$ cat src/hdl/peu_pkg.sv
package peu_pkg;
  // ===========================================================================
  // widths
  localparam int PEU_AW = 32;
  localparam int PEU_MSR_W = 32;
  // ===========================================================================
  // machine state register field positions (neutral layout)
  localparam int PEU_MSR_EE_POS = 15;
  localparam int PEU_MSR_IP_POS = 6;
  localparam int PEU_MSR_RI_POS = 1;
  localparam logic [PEU_MSR_W-1:0] PEU_MSR_RESET = 32'h0000_0040;
  // ===========================================================================
  // vector bases and offsets
  localparam logic [PEU_AW-1:0] PEU_BASE_LOW = 32'h0000_0000;
  localparam logic [PEU_AW-1:0] PEU_BASE_HIGH = 32'hfff0_0000;
  localparam logic [PEU_AW-1:0] PEU_PC_STEP = 32'h0000_0004;
  localparam logic [PEU_AW-1:0] PEU_VEC_RESET = 32'h0000_0100;
  localparam logic [PEU_AW-1:0] PEU_VEC_MCHK = 32'h0000_0200;
  localparam logic [PEU_AW-1:0] PEU_VEC_EXT = 32'h0000_0500;
  // offsets beyond the three fixed ones are inputs of the top module
  // ===========================================================================
  // synchronous cause codes
  typedef enum logic [3:0] {
    PEU_SC_MCHK, PEU_SC_ALIGN, PEU_SC_ALIGN_MULT, PEU_SC_PRIV, PEU_SC_TRAP,
    PEU_SC_FPUNAV, PEU_SC_IBRK, PEU_SC_SWEMU, PEU_SC_FPASSIST, PEU_SC_FPEN_FP_STATUS_CONTROL_REGISTER,
    PEU_SC_FPEN_MSR, PEU_SC_SYSCALL, PEU_SC_TRACE, PEU_SC_LBRK
  } peu_sync_cause_t;
  // pc selection kinds
  typedef enum logic [1:0] {
    PEU_PC_FAULT, PEU_PC_NEXT, PEU_PC_PLUS4
  } peu_pc_kind_t;
  // taken classes
  typedef enum logic [2:0] {
    PEU_TK_NONE, PEU_TK_RESET, PEU_TK_NMBRK, PEU_TK_SYNC, PEU_TK_EXT, PEU_TK_DEC, PEU_TK_MBRK
  } peu_take_t;
endpackage

$ cat src/hdl/peu_async_latch.sv
`timescale 1ns/100ps
`default_nettype none
// ===========================================================================
// pending latch for one asynchronous request; pin sampled by two flops
module peu_async_latch
  import peu_pkg::*;
(
  input  wire logic sys_clk_in,
  input  wire logic resetn_in,
  input  wire logic req_pin_in,
  input  wire logic clear_in,
  output logic      pending_out
);
  logic sync1;
  logic sync2;
  logic pend;
  logic next_pend;

  // set beats clear so an arrival in the acknowledge cycle survives
  always_comb begin
    next_pend = pend;
    if (clear_in) begin
      next_pend = 1'b0;
    end
    if (sync2) begin
      next_pend = 1'b1;
    end
  end

  always_ff @(posedge sys_clk_in or negedge resetn_in) begin
    if (!resetn_in) begin
      sync1 <= 1'b0;
      sync2 <= 1'b0;
      pend <= 1'b0;
    end else begin
      sync1 <= req_pin_in;
      sync2 <= sync1;
      pend <= next_pend;
    end
  end

  assign pending_out = pend;
endmodule // peu_async_latch
`default_nettype wire

$ cat src/hdl/peu_core.sv
`timescale 1ns/100ps
`default_nettype none
// Operation
// RL1 - instruction faults precise, back up pipeline
// RL2 - flush younger, older ones appear completed
// RL3 - saved pc faulting or next by type
// RL4 - before-execution faults save faulting address
// RL5 - multiple alignment partial, saves faulting address
// RL6 - syscall, trace, msr-move fp save next
// RL7 - data breakpoint saves faulting address plus four
// RL8 - machine check attributed to its instruction
// RL9 - async saves next completing instruction
// RL10 - four maskable async sources supported; the core has three: ext, dec and maskable breakpoint
// RL11 - ext/dec latched while enable bit clear
// RL12 - any taken exception clears enable bit
// RL13 - maskable breakpoints need recoverable bit set
// RL14 - reset, nonmaskable breakpoints never delayed
// RL15 - nonmaskable ones may overwrite saved state
// RL16 - handler is selected base plus offset
// RL17 - recoverable bit copied into saved state
// RL18 - fixed offsets for reset, mchk, ext
// RL19 - priority nonmaskable, synchronous, then maskable
module peu_core
  import peu_pkg::*;
(
  input  wire logic                 sys_clk_in,
  input  wire logic                 resetn_in,
  input  wire logic                 reset_req_in,
  input  wire logic                 nm_brk_in,
  input  wire logic                 ext_irq_in,
  input  wire logic                 dec_irq_in,
  input  wire logic                 m_brk_in,
  input  wire logic                 sync_valid_in,
  input  wire peu_sync_cause_t      sync_cause_in,
  input  wire logic [PEU_AW-1:0]    sync_pc_in,
  input  wire logic [PEU_AW-1:0]    next_pc_in,
  input  wire logic [PEU_AW-1:0]    sync_vec_in,
  input  wire logic [PEU_AW-1:0]    dec_vec_in,
  input  wire logic [PEU_AW-1:0]    brk_vec_in,
  input  wire logic                 head_ready_in,
  input  wire logic                 msr_wr_in,
  input  wire logic [PEU_MSR_W-1:0] msr_wdata_in,
  output logic                      take_out,
  output logic                      flush_out,
  output logic [PEU_AW-1:0]         handler_addr_out,
  output logic [PEU_AW-1:0]         saved_program_counter_out,
  output logic [PEU_MSR_W-1:0]      saved_machine_state_out,
  output logic [PEU_MSR_W-1:0]      machine_state_register_out,
  output logic                      ext_pending_out,
  output logic                      dec_pending_out
);

  // ===========================================================================
  // pending latches (ext, dec) and two-flop request synchronizers
  logic ext_pend;
  logic dec_pend;
  logic ext_clr;
  logic dec_clr;
  logic rst_req;
  logic rst_s1;
  logic nm_s1;
  logic nm_req;
  logic mb_s1;
  logic mb_req;

  peu_async_latch u_ext (
    .sys_clk_in  (sys_clk_in),
    .resetn_in   (resetn_in),
    .req_pin_in  (ext_irq_in),
    .clear_in    (ext_clr),
    .pending_out (ext_pend)
  ); // RL11

  peu_async_latch u_dec (
    .sys_clk_in  (sys_clk_in),
    .resetn_in   (resetn_in),
    .req_pin_in  (dec_irq_in),
    .clear_in    (dec_clr),
    .pending_out (dec_pend)
  ); // RL11

  always_ff @(posedge sys_clk_in or negedge resetn_in) begin
    if (!resetn_in) begin
      rst_s1 <= 1'b0;
      rst_req <= 1'b0;
      nm_s1 <= 1'b0;
      nm_req <= 1'b0;
      mb_s1 <= 1'b0;
      mb_req <= 1'b0;
    end else begin
      rst_s1 <= reset_req_in;
      rst_req <= rst_s1;
      nm_s1 <= nm_brk_in;
      nm_req <= nm_s1;
      mb_s1 <= m_brk_in;
      mb_req <= mb_s1;
    end
  end

  // ===========================================================================
  // selection
  logic [PEU_MSR_W-1:0] machine_state_register;
  logic [PEU_MSR_W-1:0] next_msr;
  logic [PEU_AW-1:0]    saved_program_counter;
  logic [PEU_AW-1:0]    next_saved_program_counter;
  logic [PEU_MSR_W-1:0] saved_machine_state;
  logic [PEU_MSR_W-1:0] next_saved_machine_state;
  logic [PEU_AW-1:0]    haddr;
  logic [PEU_AW-1:0]    next_haddr;
  logic                 take;
  logic                 next_take;
  logic                 flush;
  logic                 next_flush;
  peu_take_t            sel;
  logic [PEU_AW-1:0]    off;
  logic [PEU_AW-1:0]    base;
  logic                 ee;
  logic                 ri;

  function automatic peu_pc_kind_t pc_kind(input peu_sync_cause_t c);
    case (c)
      PEU_SC_FPEN_MSR, PEU_SC_SYSCALL, PEU_SC_TRACE: pc_kind = PEU_PC_NEXT; // RL6
      PEU_SC_LBRK: pc_kind = PEU_PC_PLUS4; // RL7
      default: pc_kind = PEU_PC_FAULT; // RL4 RL5 RL8
    endcase
  endfunction

  function automatic logic [PEU_AW-1:0] saved_pc(input peu_sync_cause_t c,
                                                  input logic [PEU_AW-1:0] fpc,
                                                  input logic [PEU_AW-1:0] npc);
    case (pc_kind(c))
      PEU_PC_NEXT: saved_pc = npc;
      PEU_PC_PLUS4: saved_pc = fpc + PEU_PC_STEP;
      default: saved_pc = fpc;
    endcase
  endfunction

  assign ee = machine_state_register[PEU_MSR_EE_POS];
  assign ri = machine_state_register[PEU_MSR_RI_POS];
  assign base = machine_state_register[PEU_MSR_IP_POS] ? PEU_BASE_HIGH : PEU_BASE_LOW; // RL16

  // priority: nonmaskable first, never waits for head of history
  always_comb begin
    sel = PEU_TK_NONE;
    if (rst_req) begin
      sel = PEU_TK_RESET; // RL14 RL19
    end else if (nm_req) begin
      sel = PEU_TK_NMBRK; // RL14 RL15
    end else if (sync_valid_in) begin
      sel = PEU_TK_SYNC; // RL1 RL19
    end else if (head_ready_in && ee && ext_pend) begin
      sel = PEU_TK_EXT; // RL10 RL11
    end else if (head_ready_in && ee && dec_pend) begin
      sel = PEU_TK_DEC; // RL10 RL11
    end else if (head_ready_in && ri && mb_req) begin
      sel = PEU_TK_MBRK; // RL13
    end
  end

  always_comb begin
    case (sel)
      PEU_TK_RESET: off = PEU_VEC_RESET; // RL18
      PEU_TK_SYNC: off = (sync_cause_in == PEU_SC_MCHK) ? PEU_VEC_MCHK : sync_vec_in; // RL18
      PEU_TK_EXT: off = PEU_VEC_EXT; // RL18
      PEU_TK_DEC: off = dec_vec_in;
      PEU_TK_NMBRK, PEU_TK_MBRK: off = brk_vec_in;
      default: off = '0;
    endcase
  end

  assign ext_clr = (sel == PEU_TK_EXT);
  assign dec_clr = (sel == PEU_TK_DEC);

  always_comb begin
    next_msr = machine_state_register;
    next_saved_program_counter = saved_program_counter;
    next_saved_machine_state = saved_machine_state;
    next_haddr = haddr;
    next_take = 1'b0;
    next_flush = 1'b0;
    if (msr_wr_in) begin
      next_msr = msr_wdata_in;
    end
    if (sel != PEU_TK_NONE) begin
      next_take = 1'b1;
      next_flush = 1'b1; // RL2
      next_haddr = base + off; // RL16
      next_saved_machine_state = machine_state_register; // RL17
      next_msr[PEU_MSR_EE_POS] = 1'b0; // RL12
      if (sel == PEU_TK_SYNC) begin
        next_saved_program_counter = saved_pc(sync_cause_in, sync_pc_in, next_pc_in); // RL3
      end else begin
        next_saved_program_counter = next_pc_in; // RL9
      end
    end
  end

  // saved state overwritten even mid-handler: nonmaskable cannot wait
  always_ff @(posedge sys_clk_in or negedge resetn_in) begin
    if (!resetn_in) begin
      machine_state_register <= PEU_MSR_RESET;
      saved_program_counter <= '0;
      saved_machine_state <= '0;
      haddr <= '0;
      take <= 1'b0;
      flush <= 1'b0;
    end else begin
      machine_state_register <= next_msr;
      saved_program_counter <= next_saved_program_counter;
      saved_machine_state <= next_saved_machine_state;
      haddr <= next_haddr;
      take <= next_take;
      flush <= next_flush;
    end
  end

  assign take_out = take;
  assign flush_out = flush;
  assign handler_addr_out = haddr;
  assign saved_program_counter_out = saved_program_counter;
  assign saved_machine_state_out = saved_machine_state;
  assign machine_state_register_out = machine_state_register;
  assign ext_pending_out = ext_pend;
  assign dec_pending_out = dec_pend;
endmodule // peu_core
`default_nettype wire

$ cat config.mk
export PLATFORM = sky130hd
export DESIGN_NAME = peu_core
export DESIGN_NICKNAME = d
export VERILOG_FILES = /design/src/hdl/peu_pkg.sv /design/src/hdl/peu_async_latch.sv /design/src/hdl/peu_core.sv
export SDC_FILE = /design/constraint.sdc
export NUM_CORES = 1
export LEC_CHECK = 0
export ABC_AREA = 1
export BUFFER_PORTS_ARGS = -buffer_cell sky130_fd_sc_hd__clkbuf_2
export CORE_MARGIN = 5
export CORE_UTILIZATION = 40
export CTS_CLUSTER_SIZE = 24
export DETAILED_ROUTE_END_ITERATION = 8
export PLACE_DENSITY = 0.69
export RECOVER_POWER = 50
export SYNTH_ARGS = -nofsm -noshare
export SYNTH_HDL_FRONTEND = slang
export SYNTH_SLANG_ARGS = --single-unit
$ cat constraint.sdc
create_clock -name sys_clk_in -period 3.4 [get_ports sys_clk_in]
set_input_delay 0.17 -clock sys_clk_in [delete_from_list [all_inputs] [get_ports sys_clk_in]]
set_output_delay 0.17 -clock sys_clk_in [all_outputs]
set_load 0.03 [all_outputs]
==> flow_results.xml, run 1 <==
<?xml version="1.0" encoding="UTF-8"?>
<metrics>
  <group name="run_status">
    <metric name="outcome" unit="">finished, violations left</metric>
    <metric name="violated_checks" unit="">capacitance limit, slew limit</metric>
  </group>
  <group name="grt">
    <metric name="grt_util_all_layers" unit="%">24.9</metric>
    <metric name="number_of_antenna_violations_at_the_first_check_in_global_routing" unit="">0</metric>
    <metric name="globalRouteOverflowTotal" unit="">0</metric>
    <metric name="grt_max_degree" unit="">73</metric>
    <metric name="via_count_of_the_first_global_routing_pass" unit="">8946</metric>
    <metric name="grt_first_pass_wirelength" unit="um">45100</metric>
  </group>
  <group name="drt">
    <metric name="finalWirelength" unit="um">28900</metric>
    <metric name="avgRoutedWirePerCell" unit="um">16.4</metric>
    <metric name="drtIter0Drc" unit="">521</metric>
    <metric name="num_vias" unit="">8755</metric>
    <metric name="drc" unit="">0</metric>
    <metric name="dr.pass1.iters" unit="">5</metric>
    <metric name="route.antenna.remaining_nets" unit="">0</metric>
    <metric name="detail_route.vias_per_cell" unit="">4.97</metric>
  </group>
  <group name="final_layout">
    <metric name="area.growth.synth_to_final" unit="%">39.6</metric>
    <metric name="num_antenna_cells" unit="">0</metric>
    <metric name="multi_input_logic_area" unit="sq um">3730</metric>
    <metric name="layout.nets" unit="">1704</metric>
    <metric name="fillers" unit="">1918</metric>
    <metric name="ff_latch_area" unit="sq um">3530</metric>
    <metric name="final_layout_size_suffix_gt1_share" unit="%">21.7</metric>
    <metric name="final_util" unit="%">57.2</metric>
  </group>
  <group name="place">
    <metric name="detailedPlacementHpwl" unit="um">21400</metric>
    <metric name="portBuffers" unit="">337</metric>
    <metric name="finalWeightedCongestion" unit="">0.964</metric>
  </group>
  <group name="timing">
    <metric name="worst_slew_margin_rel" unit="%">-54.9</metric>
    <metric name="fin_crit_sh" unit="%">88.3</metric>
    <metric name="finalSetupViolCount" unit="">0</metric>
    <metric name="timing_hold_violations_final" unit="">0</metric>
    <metric name="finClkSkew" unit="ns">0.0130</metric>
    <metric name="timing.final.max_slew_violations" unit="">138</metric>
    <metric name="final.setup.tns" unit="ns">0</metric>
    <metric name="worst-slew-pin-transition" unit="ns">2.32</metric>
    <metric name="grt_setup_unrepaired" unit="">false</metric>
    <metric name="achievable-frequency" unit="MHz">333</metric>
    <metric name="period_minus_slack" unit="ns">3.00</metric>
  </group>
  <group name="min_path">
    <metric name="hold_path.startpoint" unit="">next_pc_in[4]</metric>
    <metric name="hold_class" unit="">primary input to flip-flop</metric>
    <metric name="worst_hold_endpoint" unit="">saved_program_counter_out[4]</metric>
    <metric name="worst_hold_path.num_cells" unit="">3</metric>
  </group>
  <group name="logic_synthesis">
    <metric name="synth_largest_area_cell" unit="">dfrtp_1</metric>
    <metric name="synthesis.nets" unit="">1298</metric>
    <metric name="post_synth_instance_area" unit="sq um">8020</metric>
    <metric name="netlist_top_cells_count" unit="">nand2_1 (365), dfrtp_1 (140), inv_1 (109), o21ai_0 (91), nand3_1 (65)</metric>
    <metric name="synthArstFlopShare" unit="%">100</metric>
    <metric name="synth_enable_flop_cells" unit="">0</metric>
    <metric name="synthMostInstantiatedCell" unit="">nand2_1</metric>
    <metric name="post-synth-top-area-fraction" unit="%">43.7</metric>
    <metric name="yosys.cell_types.count" unit="">50</metric>
    <metric name="synth_flop_cell" unit="">dfrtp_1</metric>
    <metric name="yosysSeqAreaShare" unit="%">44.0</metric>
    <metric name="synth.avg_cell_area" unit="sq um">7.45</metric>
    <metric name="synth_top_cells_by_area" unit="">dfrtp_1 (44%), nand2_1 (17%), o21ai_0 (5.7%), inv_1 (5.1%), nand3_1 (4.1%)</metric>
    <metric name="netlist_instances" unit="">1077</metric>
    <metric name="number_of_register_bits_inferred_by_synthesis" unit="">141</metric>
    <metric name="yosys_warnings" unit="">0</metric>
  </group>
  <group name="power_and_ir_drop">
    <metric name="leakage" unit="nW">5.64</metric>
    <metric name="powerDensity" unit="nW/um^2">480</metric>
    <metric name="worst_ir_drop_vdd" unit="uV">332</metric>
  </group>
  <group name="setup_path">
    <metric name="worstSetupStartpointType" unit="">flip-flop</metric>
    <metric name="worst_setup_path_end_kind" unit="">flip-flop</metric>
    <metric name="worstPathArrival" unit="ns">3.31</metric>
    <metric name="setup.reg_to_reg.worst_slack" unit="ns">0.40</metric>
    <metric name="req_time_crit_path" unit="ns">3.70</metric>
    <metric name="r2r_cells" unit="">12</metric>
    <metric name="critical_path.most_common_cell" unit="">nand2_1</metric>
    <metric name="regToRegStartpoint" unit="">u_ext.pending_out</metric>
    <metric name="worst-path-max-fanout" unit="">31</metric>
    <metric name="worst_path_largest_cell_delay" unit="ns">0.57</metric>
    <metric name="worstPathCellList" unit="">inv_1 -&gt; nand4_1 -&gt; nand2_1 -&gt; nand2_2 -&gt; nand2_2 -&gt; nand2_4 -&gt; buf_4 -&gt; inv_2 -&gt; nand2_1 -&gt; nand2_1 -&gt; a31oi_1 -&gt; dlygate4sd3_1</metric>
    <metric name="type_of_the_worst_setup_path" unit="">flip-flop to flip-flop</metric>
    <metric name="crit_path_top_delay_cell" unit="">dlygate4sd3_1</metric>
    <metric name="reg2reg_to" unit="">saved_program_counter_out[0]</metric>
  </group>
  <group name="clock_tree">
    <metric name="cts-resized-gates" unit="">0</metric>
    <metric name="cts_tree" unit="">built</metric>
    <metric name="clock_path_buffers" unit="">2</metric>
    <metric name="postCtsSetupBuffers" unit="">0</metric>
    <metric name="numCtsBuffers" unit="">17</metric>
    <metric name="numClockSinks" unit="">141</metric>
    <metric name="cts_max_level" unit="">4</metric>
    <metric name="cts.clk_slew.worst_paths" unit="ns">0.07</metric>
    <metric name="skew_pair_late_insertion_delay" unit="ns">0.42</metric>
    <metric name="clk_root_buffer_cell" unit="">clkbuf_16</metric>
  </group>
  <group name="floorplanning">
    <metric name="ioPinCount" unit="">338</metric>
    <metric name="chipHeight" unit="um">152</metric>
    <metric name="design.core.area" unit="sq um">19600</metric>
    <metric name="initial_utilization" unit="%">40.9</metric>
    <metric name="chipWidth" unit="um">152</metric>
    <metric name="die_area" unit="sq um">23000</metric>
    <metric name="core.rowCount" unit="">51</metric>
  </group>
  <group name="flow_run">
    <metric name="drv.max_cap_violation_count" unit="">2</metric>
  </group>
</metrics>
[routing by layer]
layer | GRT usage (%) | share of wire, %
met5 | 0 | 0
met4 | 9.66 | 3.5
met3 | 6.99 | 8.5
met2 | 43.3 | 50
met1 | 29.3 | 39
[worst max-delay path: cells and delay by family (launching register included)]
kind	cells	cell delay [ns]
AO/OA/AOI/OAI	1	0.08
buffers and inverters	4	1.34
flip-flops	1	0.38
AND/OR/NAND/NOR	7	1.07
[state kept, by name, summed over array words and instances (netlist names), 32 cells and up]
register,count
handler_addr_out,32
machine_state_register_out,32
saved_machine_state_out,32
saved_program_counter_out,32
[per-stage QoR]
step	cells	hold WS, ns	setup slack, ns	total power, mW	cell area [sq um]
global route	1761	0.00425	0.0600	5.65	11200
global placement	1644	0.247	0.628	3.42	9850
detailed placement	1644	0.247	0.556	3.44	9850
floorplan	1077	-0.126	0.587	2.90	8020
CTS	1761	0.00168	0.345	5.47	11300
finish	1761	0.0171	0.398	5.37	11200
[report_power, final]
group | switching, mW | internal [mW] | total, mW
Combinational | 1.01 | 0.456 | 1.47
Sequential | 0.119 | 1.88 | 2.00
Clock | 0.897 | 1.01 | 1.91
Total | 2.03 | 3.35 | 5.37
[layout by cell type (no fill, tap or decap), types with 2 or more instances in the layout]
| master | count |
|---|---|
| a21o_1 | 5 |
| nand2_4 | 2 |
| nand3_2 | 4 |
| dlygate4sd3_1 | 85 |
| a21boi_1 | 2 |
| nand3_1 | 65 |
| inv_1 | 109 |
| clkbuf_1 | 99 |
| a31oi_1 | 11 |
| nor3_1 | 13 |
| o21ai_1 | 15 |
| inv_2 | 7 |
| o21ai_0 | 91 |
| ha_1 | 14 |
| nor2_4 | 3 |
| nand2_1 | 365 |
| o211ai_1 | 7 |
| clkbuf_2 | 238 |
| o22ai_1 | 7 |
| dfrtp_1 | 140 |
| o21bai_1 | 4 |
| nor2_2 | 6 |
| buf_4 | 13 |
| inv_8 | 5 |
| xor2_1 | 4 |
| clkbuf_16 | 17 |
| nand4_1 | 42 |
| xnor2_1 | 4 |
| clkinv_4 | 3 |
| nand2_2 | 8 |
| nor2_1 | 53 |
| a221oi_1 | 5 |
| or2_0 | 2 |
| a21oi_1 | 23 |
| clkinv_8 | 6 |
[cell families after synthesis]
group	count (synthesis)	share of synthesized area (%)
buffers and inverters	168	9.44
adder cells (fa/ha/maj)	15	2.43
flip-flops	141	44.0
AO/OA/AOI/OAI	176	12.4
XOR/XNOR	8	0.874
AND/OR/NAND/NOR	569	30.9
[final cells by class]
class / count / share of cell area, %
repair buffers: 436 / 22.6
multi-input cells: 768 / 33.3
clock inverters: 15 / 1.75
well taps: 265 / 2.96
flip-flops and latches: 141 / 31.5
clock buffers: 17 / 3.80
inverters: 119 / 4.02
[worst max-delay path by stage]
stage	start	end	slack [ns]	cells after the start
2_1_floorplan	u_ext.pending_out	handler_addr_out[29]	0.59	19
3_3_place_gp	u_ext.pending_out	handler_addr_out[29]	0.63	19
3_5_place_dp	u_ext.pending_out	handler_addr_out[29]	0.56	18
4_1_cts	u_ext.pending_out	saved_program_counter_out[0]	0.35	12
5_1_grt	u_ext.pending_out	saved_program_counter_out[0]	0.06	12
6_report	u_ext.pending_out	saved_program_counter_out[0]	0.40	12
[what timing repair did]
item | in CTS | in global routing
endpoints found under the hold margin | 134 | 0
endpoints found under the setup margin | 0 | 0
hold buffers | 85 | 0
No activity file was read; power rests on OpenSTA's default activity.
==> run 2, diff against run 1 <==
--- a/config.mk
+++ b/config.mk
@@ -15,4 +15,5 @@
 export RECOVER_POWER = 50
 export SYNTH_ARGS = -nofsm -noshare
 export SYNTH_HDL_FRONTEND = slang
+export SYNTH_HIERARCHICAL = 1
 export SYNTH_SLANG_ARGS = --single-unit
==> constraint.sdc (replaced) <==
create_clock -name sys_clk_in -period 3.8 [get_ports sys_clk_in]
set_input_delay 0.19 -clock sys_clk_in [delete_from_list [all_inputs] [get_ports sys_clk_in]]
set_output_delay 0.19 -clock sys_clk_in [all_outputs]
set_load 0.03 [all_outputs]
==> run 2 against run 1 <==
The run still ends with capacitance limit, slew limit left. Power is 14% lower. Critical path type unchanged. Synthesized area is 0.20% lower. Final cell count down 1.1%. Fmax decreased by 7.2%. Sequential cell count did not move.
==> flow_results.xml, run 2 <==
<?xml version="1.0" encoding="UTF-8"?>
<metrics>
  <group name="grt">
    <metric name="via_count_of_the_first_global_routing_pass" unit="">8700</metric>
    <metric name="grt_max_degree" unit="">88</metric>
    <metric name="number_of_antenna_violations_at_the_first_check_in_global_routing" unit="">1</metric>
    <metric name="grt_util_all_layers" unit="%">25.2</metric>
    <metric name="grt_first_pass_wirelength" unit="um">45300</metric>
    <metric name="globalRouteOverflowTotal" unit="">0</metric>
  </group>
  <group name="clock_tree">
    <metric name="cts.clk_slew.worst_paths" unit="ns">0.06</metric>
    <metric name="clock_path_buffers" unit="">2</metric>
    <metric name="cts-resized-gates" unit="">0</metric>
    <metric name="numClockSinks" unit="">141</metric>
    <metric name="cts_tree" unit="">built</metric>
    <metric name="numCtsBuffers" unit="">17</metric>
    <metric name="postCtsHoldBufs" unit="">68</metric>
    <metric name="clk_root_buffer_cell" unit="">clkbuf_16</metric>
    <metric name="cts_max_level" unit="">4</metric>
    <metric name="postCtsSetupBuffers" unit="">0</metric>
    <metric name="skew_pair_late_insertion_delay" unit="ns">0.41</metric>
  </group>
  <group name="run_status">
    <metric name="violated_checks" unit="">capacitance limit, slew limit</metric>
    <metric name="outcome" unit="">finished, violations left</metric>
  </group>
  <group name="setup_path">
    <metric name="setup.reg_to_reg.worst_slack" unit="ns">0.56</metric>
    <metric name="req_time_crit_path" unit="ns">4.09</metric>
    <metric name="type_of_the_worst_setup_path" unit="">flip-flop to flip-flop</metric>
    <metric name="worstSetupStartpointType" unit="">flip-flop</metric>
    <metric name="worst_setup_path_end_kind" unit="">flip-flop</metric>
    <metric name="worstPathArrival" unit="ns">3.53</metric>
    <metric name="worst-path-max-fanout" unit="">48</metric>
  </group>
  <group name="power_and_ir_drop">
    <metric name="p_int" unit="mW">2.99</metric>
    <metric name="part_of_the_total_power_dissipated_in_combinational_logic" unit="%">25.0</metric>
    <metric name="leakage" unit="nW">5.70</metric>
    <metric name="power.share.clock" unit="%">36.7</metric>
    <metric name="netSwitchingFraction" unit="%">35.2</metric>
    <metric name="sequentialPowerShare" unit="%">38.3</metric>
    <metric name="total_power" unit="mW">4.61</metric>
    <metric name="worst_ir_drop_vdd" unit="uV">267</metric>
    <metric name="powerDensity" unit="nW/um^2">418</metric>
    <metric name="power_switching" unit="mW">1.62</metric>
  </group>
  <group name="timing">
    <metric name="layout_setup_ws" unit="ns">0.564</metric>
    <metric name="fin_crit_sh" unit="%">85.2</metric>
    <metric name="timing.final.max_slew_violations" unit="">129</metric>
    <metric name="hold_slack" unit="ns">0.0113</metric>
    <metric name="worst-slew-pin-transition" unit="ns">2.22</metric>
    <metric name="achievable-frequency" unit="MHz">309</metric>
    <metric name="grt_setup_unrepaired" unit="">false</metric>
    <metric name="period_minus_slack" unit="ns">3.24</metric>
    <metric name="final.setup.tns" unit="ns">0</metric>
    <metric name="timing_hold_violations_final" unit="">0</metric>
    <metric name="finClkSkew" unit="ns">0.00731</metric>
    <metric name="finalSetupViolCount" unit="">0</metric>
    <metric name="worst_slew_margin_rel" unit="%">-47.9</metric>
  </group>
  <group name="logic_synthesis">
    <metric name="post-synth-top-area-fraction" unit="%">43.8</metric>
    <metric name="synth_enable_flop_cells" unit="">0</metric>
    <metric name="synth_flop_cell" unit="">dfrtp_1</metric>
    <metric name="synth_largest_area_cell" unit="">dfrtp_1</metric>
    <metric name="synth.avg_cell_area" unit="sq um">7.48</metric>
    <metric name="netlist_instances" unit="">1070</metric>
    <metric name="synthesis.nets" unit="">1291</metric>
    <metric name="yosys.cell_types.count" unit="">54</metric>
    <metric name="yosysSeqAreaShare" unit="%">44.1</metric>
    <metric name="synthArstFlopShare" unit="%">100</metric>
    <metric name="synthMostInstantiatedCell" unit="">nand2_1</metric>
    <metric name="synth_top_cells_by_area" unit="">dfrtp_1 (44%), nand2_1 (19%), inv_1 (4.3%), nand3_1 (3.3%), nand4_1 (3.0%)</metric>
    <metric name="number_of_register_bits_inferred_by_synthesis" unit="">141</metric>
    <metric name="yosys_warnings" unit="">6</metric>
    <metric name="post_synth_instance_area" unit="sq um">8000</metric>
    <metric name="netlist_top_cells_count" unit="">nand2_1 (415), dfrtp_1 (140), inv_1 (91), nor2_1 (58), nand3_1 (52)</metric>
  </group>
  <group name="place">
    <metric name="place_worst_setup_slack" unit="ns">0.809</metric>
    <metric name="detailedPlacementHpwl" unit="um">21900</metric>
    <metric name="placedCellCount" unit="">1641</metric>
    <metric name="detailed_place.area" unit="sq um">9880</metric>
    <metric name="portBuffers" unit="">337</metric>
    <metric name="finalWeightedCongestion" unit="">0.952</metric>
  </group>
  <group name="final_layout">
    <metric name="fin_area" unit="sq um">11000</metric>
    <metric name="mostFrequentLayoutCells" unit="">nand2_1 (415), clkbuf_2 (236), dfrtp_1 (140)</metric>
    <metric name="final_util" unit="%">56.3</metric>
    <metric name="final-instance-count-excl-fill" unit="">1742</metric>
    <metric name="final_layout_size_suffix_gt1_share" unit="%">21.8</metric>
    <metric name="layout.nets" unit="">1684</metric>
    <metric name="area.growth.synth_to_final" unit="%">37.7</metric>
    <metric name="final_common_cell" unit="">nand2_1</metric>
  </group>
  <group name="floorplanning">
    <metric name="die_area" unit="sq um">22900</metric>
    <metric name="initial_utilization" unit="%">40.9</metric>
    <metric name="design.core.area" unit="sq um">19600</metric>
    <metric name="chipHeight" unit="um">151</metric>
    <metric name="chipWidth" unit="um">151</metric>
    <metric name="ioPinCount" unit="">338</metric>
    <metric name="core.rowCount" unit="">51</metric>
  </group>
  <group name="drt">
    <metric name="dr.pass1.iters" unit="">5</metric>
    <metric name="finalWirelength" unit="um">29300</metric>
    <metric name="avgRoutedWirePerCell" unit="um">16.8</metric>
    <metric name="route.antenna.remaining_nets" unit="">0</metric>
    <metric name="detail_route.vias_per_cell" unit="">5.01</metric>
    <metric name="drtIter0Drc" unit="">421</metric>
    <metric name="num_vias" unit="">8732</metric>
    <metric name="drc" unit="">0</metric>
  </group>
  <group name="min_path">
    <metric name="hold_class" unit="">primary input to flip-flop</metric>
  </group>
  <group name="flow_run">
    <metric name="drv.max_cap_violation_count" unit="">2</metric>
  </group>
</metrics>
## run 2: layer usage
layer | GRT usage, % | wire (um)
met1 | 31.3 | 11300
met2 | 41.5 | 14200
met3 | 7.72 | 2960
met4 | 9.25 | 812
met5 | 0 | 0
## run 2: path summary, 6_finish.rpt
check / startpoint / end / cells after the start
max reg2reg: u_ext/pending_out / handler_addr_out[14] / 12
min: msr_wdata_in[1] / machine_state_register_out[1] / 3
min in group asynchronous: resetn_in / saved_program_counter_out[24] / 2
max: u_ext/pending_out / handler_addr_out[14] / 12
min reg2reg: mb_s1 / mb_req / 0
max in group asynchronous: resetn_in / saved_program_counter_out[9] / 3
## run 2: critical path: stages (launching register included)
cell and delay, ns:
dfrtp_1 0.40, inv_1 0.08, nand4_1 0.10, nand2_1 0.09, nand2_2 0.11, nand2_2 0.13
inv_1 0.08, nand3_4 0.27, clkinv_2 0.66, buf_4 0.45, nand2_1 0.08, nand4_1 0.08
dlygate4sd3_1 0.58
## run 2: cell type report
type	instances	area, sq um
Clock inverter	12	128
Timing Repair Buffer	420	2350
Antenna cell	1	2.50
Inverter	100	380
Clock buffer	20	467
Multi-Input combinational cell	783	3830
Fill cell	1967	8570
Sequential cell	141	3530
Tap cell	265	332
## run 2: cell families after synthesis
family / synth area share [%]
AOI/OAI and AO/OA: 12.0
xor gates and xnor gates: 0.766
adders and majority gates: 2.44
buffers and inverters: 8.08
DFF: 44.1
and+or+nand+nor: 32.6
## run 2: power groups by stage
stage / clock, mW / sequential [mW] / combinational, mW
detailed placement: 0 / 1.79 / 1.13
floorplan: 0 / 2.09 / 0.366
finish: 1.69 / 1.77 / 1.15
global placement: 0 / 1.79 / 1.12
CTS: 1.72 / 1.77 / 1.19
global route: 1.79 / 1.79 / 1.26
==> run 3, diff against run 2 <==
--- a/config.mk
+++ b/config.mk
@@ -5,13 +5,13 @@
 export SDC_FILE = /design/constraint.sdc
 export NUM_CORES = 1
 export LEC_CHECK = 0
-export ABC_AREA = 1
+export ABC_AREA = 0
 export BUFFER_PORTS_ARGS = -buffer_cell sky130_fd_sc_hd__clkbuf_2
 export CORE_MARGIN = 5
 export CORE_UTILIZATION = 40
 export CTS_CLUSTER_SIZE = 24
 export DETAILED_ROUTE_END_ITERATION = 8
-export PLACE_DENSITY = 0.69
+export PLACE_DENSITY = 0.7
 export RECOVER_POWER = 50
 export SYNTH_ARGS = -nofsm -noshare
 export SYNTH_HDL_FRONTEND = slang
==> run 3 against run 2 <==
The run still ends with capacitance limit, slew limit left. Clock power about the same. Synthesized cell count down 28%. Register-to-register slack better by 0.04 ns. First-iteration DRC count up 12%.
==> flow_results.xml, run 3 <==
<?xml version="1.0" encoding="UTF-8"?>
<metrics>
  <group name="timing">
    <metric name="finClkSkew" unit="ns">0.0113</metric>
    <metric name="grt_setup_unrepaired" unit="">false</metric>
    <metric name="period_minus_slack" unit="ns">3.19</metric>
    <metric name="timing.final.max_slew_violations" unit="">117</metric>
    <metric name="worst-slew-pin-transition" unit="ns">2.20</metric>
    <metric name="finalSetupViolCount" unit="">0</metric>
    <metric name="final.setup.tns" unit="ns">0</metric>
    <metric name="worst_slew_margin_rel" unit="%">-46.5</metric>
    <metric name="fin_crit_sh" unit="%">84.0</metric>
    <metric name="timing_hold_violations_final" unit="">0</metric>
    <metric name="layout_setup_ws" unit="ns">0.607</metric>
    <metric name="achievable-frequency" unit="MHz">313</metric>
  </group>
  <group name="logic_synthesis">
    <metric name="yosys.cell_types.count" unit="">62</metric>
    <metric name="synth.avg_cell_area" unit="sq um">9.52</metric>
    <metric name="synth_flop_cell" unit="">dfrtp_1</metric>
    <metric name="synth_top_cells_by_area" unit="">dfrtp_1 (48%), nand2_1 (8.2%), mux2_2 (4.8%), a221o_1 (3.4%), nor2_1 (3.2%)</metric>
    <metric name="yosysSeqAreaShare" unit="%">48.0</metric>
    <metric name="synthesis.nets" unit="">993</metric>
    <metric name="synthArstFlopShare" unit="%">100</metric>
    <metric name="netlist_top_cells_count" unit="">nand2_1 (161), dfrtp_1 (140), nor2_1 (63), clkbuf_1 (33), mux2_2 (31)</metric>
    <metric name="synthMostInstantiatedCell" unit="">nand2_1</metric>
    <metric name="synth_enable_flop_cells" unit="">0</metric>
    <metric name="number_of_register_bits_inferred_by_synthesis" unit="">141</metric>
    <metric name="synth_largest_area_cell" unit="">dfrtp_1</metric>
    <metric name="post_synth_instance_area" unit="sq um">7350</metric>
    <metric name="yosys_warnings" unit="">6</metric>
    <metric name="post-synth-top-area-fraction" unit="%">47.7</metric>
    <metric name="netlist_instances" unit="">772</metric>
  </group>
  <group name="final_layout">
    <metric name="final_common_cell" unit="">clkbuf_2</metric>
    <metric name="final_util" unit="%">57.4</metric>
    <metric name="layout.nets" unit="">1372</metric>
    <metric name="fin_area" unit="sq um">10300</metric>
    <metric name="mostFrequentLayoutCells" unit="">clkbuf_2 (250), nand2_1 (161), dfrtp_1 (140)</metric>
    <metric name="final-instance-count-excl-fill" unit="">1394</metric>
    <metric name="final_layout_size_suffix_gt1_share" unit="%">29.3</metric>
    <metric name="area.growth.synth_to_final" unit="%">40.8</metric>
  </group>
  <group name="clock_tree">
    <metric name="cts_tree" unit="">built</metric>
    <metric name="numClockSinks" unit="">141</metric>
    <metric name="cts.clk_slew.worst_paths" unit="ns">0.07</metric>
    <metric name="numCtsBuffers" unit="">17</metric>
    <metric name="skew_pair_late_insertion_delay" unit="ns">0.43</metric>
    <metric name="postCtsSetupBuffers" unit="">0</metric>
    <metric name="clock_path_buffers" unit="">2</metric>
    <metric name="clk_root_buffer_cell" unit="">clkbuf_16</metric>
    <metric name="cts_max_level" unit="">4</metric>
  </group>
  <group name="drt">
    <metric name="drtIter0Drc" unit="">470</metric>
    <metric name="dr.pass1.iters" unit="">5</metric>
    <metric name="num_vias" unit="">7581</metric>
    <metric name="route.antenna.remaining_nets" unit="">0</metric>
    <metric name="finalWirelength" unit="um">26800</metric>
    <metric name="avgRoutedWirePerCell" unit="um">19.2</metric>
    <metric name="detail_route.vias_per_cell" unit="">5.44</metric>
    <metric name="drc" unit="">0</metric>
  </group>
  <group name="setup_path">
    <metric name="worst_setup_path_end_kind" unit="">flip-flop</metric>
    <metric name="worstSetupStartpointType" unit="">flip-flop</metric>
    <metric name="type_of_the_worst_setup_path" unit="">flip-flop to flip-flop</metric>
    <metric name="worst-path-max-fanout" unit="">12</metric>
    <metric name="req_time_crit_path" unit="ns">4.09</metric>
    <metric name="worstPathArrival" unit="ns">3.48</metric>
  </group>
  <group name="place">
    <metric name="portBuffers" unit="">337</metric>
    <metric name="detailedPlacementHpwl" unit="um">19300</metric>
    <metric name="detailed_place.area" unit="sq um">9280</metric>
    <metric name="finalWeightedCongestion" unit="">0.878</metric>
    <metric name="place_worst_setup_slack" unit="ns">0.570</metric>
    <metric name="placedCellCount" unit="">1305</metric>
  </group>
  <group name="run_status">
    <metric name="violated_checks" unit="">capacitance limit, slew limit</metric>
    <metric name="outcome" unit="">finished, violations left</metric>
  </group>
  <group name="grt">
    <metric name="grt_util_all_layers" unit="%">24.5</metric>
    <metric name="number_of_antenna_violations_at_the_first_check_in_global_routing" unit="">2</metric>
    <metric name="via_count_of_the_first_global_routing_pass" unit="">7556</metric>
    <metric name="grt_first_pass_wirelength" unit="um">42000</metric>
    <metric name="globalRouteOverflowTotal" unit="">0</metric>
    <metric name="grt_max_degree" unit="">98</metric>
  </group>
  <group name="power_and_ir_drop">
    <metric name="leakage" unit="nW">4.94</metric>
    <metric name="powerDensity" unit="nW/um^2">444</metric>
    <metric name="worst_ir_drop_vdd" unit="uV">290</metric>
  </group>
  <group name="floorplanning">
    <metric name="chipHeight" unit="um">146</metric>
    <metric name="core.rowCount" unit="">49</metric>
    <metric name="design.core.area" unit="sq um">18000</metric>
    <metric name="initial_utilization" unit="%">40.8</metric>
    <metric name="chipWidth" unit="um">146</metric>
    <metric name="die_area" unit="sq um">21200</metric>
    <metric name="ioPinCount" unit="">338</metric>
  </group>
  <group name="flow_run">
    <metric name="drv.max_cap_violation_count" unit="">2</metric>
  </group>
  <group name="min_path">
    <metric name="hold_class" unit="">primary input to flip-flop</metric>
  </group>
</metrics>
## run 3: critical path, stage by stage (launching register included)
cell      delay (ns)
dfrtp_1         0.43
nor4b_1         0.39
and4b_1         0.55
a22oi_1         0.12
nand2_1         0.11
ha_1            0.27
and3_1          0.20
a221oi_1        0.29
buf_4           0.17
o21ai_0         0.12
o311ai_0        0.40
## run 3: layout make-up
type | count | area [sq um]
antenna | 1 | 2.50
clock buffer | 17 | 425
sequential | 141 | 3530
tap | 229 | 287
inverter | 20 | 75.1
fill | 1626 | 7680
multi-input combinational | 564 | 3580
clock inverter | 15 | 190
timing repair buffer | 407 | 2260
## run 3: logic make-up (layout without fill, tap and decap cells)
kind of cell	count (synthesis)	after routing	share of synthesized area (%)
AND/OR/NAND/NOR	308	308	18.8
AO/OA/AOI/OAI	184	184	18.7
flip-flops	141	141	48.0
buffers and inverters	67	459	3.64
multiplexers	38	38	5.70
XOR/XNOR	19	19	2.45
adder cells (fa/ha/maj)	15	15	2.66
other	0	1	0
## run 3: what timing repair did
action                                 in CTS  in global routing
hold buffers                               56                  0
gates resized for setup                     0                  0
endpoints found under the hold margin     134                  0
## run 3: where the power goes
part | leakage [nW] | switching (mW) | total [mW] | internal [mW]
Clock | 0.296 | 0.809 | 1.71 | 0.897
Combinational | 2.97 | 0.734 | 1.12 | 0.382
Sequential | 1.67 | 0.108 | 1.77 | 1.67
Total | 4.94 | 1.65 | 4.60 | 2.94
## run 3: per-stage QoR
step / hold WS, ns / total power, mW
2_1_floorplan: -0.106 / 2.44
3_3_place_gp: 0.300 / 2.88
3_5_place_dp: 0.301 / 2.90
4_1_cts: 0.00140 / 4.67
5_1_grt: 0.0156 / 4.82
6_report: 0.0249 / 4.60
## run 3: metal layers
layer / global-route usage [%] / routed length (um) / vias to the layer above
met3: 8.00 / 2090 / 46
li1: - / - / 3566
met2: 40.9 / 13100 / 329
met5: 0 / 13 / -
met1: 30.4 / 10900 / 3638
met4: 7.70 / 663 / 2
## run 3: path summary, 6_finish.rpt
kind	start	endpoint	slack [ns]	cells after the start
worst max-delay path	nm_req	handler_addr_out[28]	0.61	10
worst min-delay path	msr_wdata_in[15]	machine_state_register_out[15]	0.02	3
worst max register to register	nm_req	handler_addr_out[28]	0.61	10
worst min register to register	u_dec/sync1	u_dec/sync2	0.35	0
max in group asynchronous	resetn_in	machine_state_register_out[6]	1.46	3
min in group asynchronous	resetn_in	saved_program_counter_out[19]	0.92	2
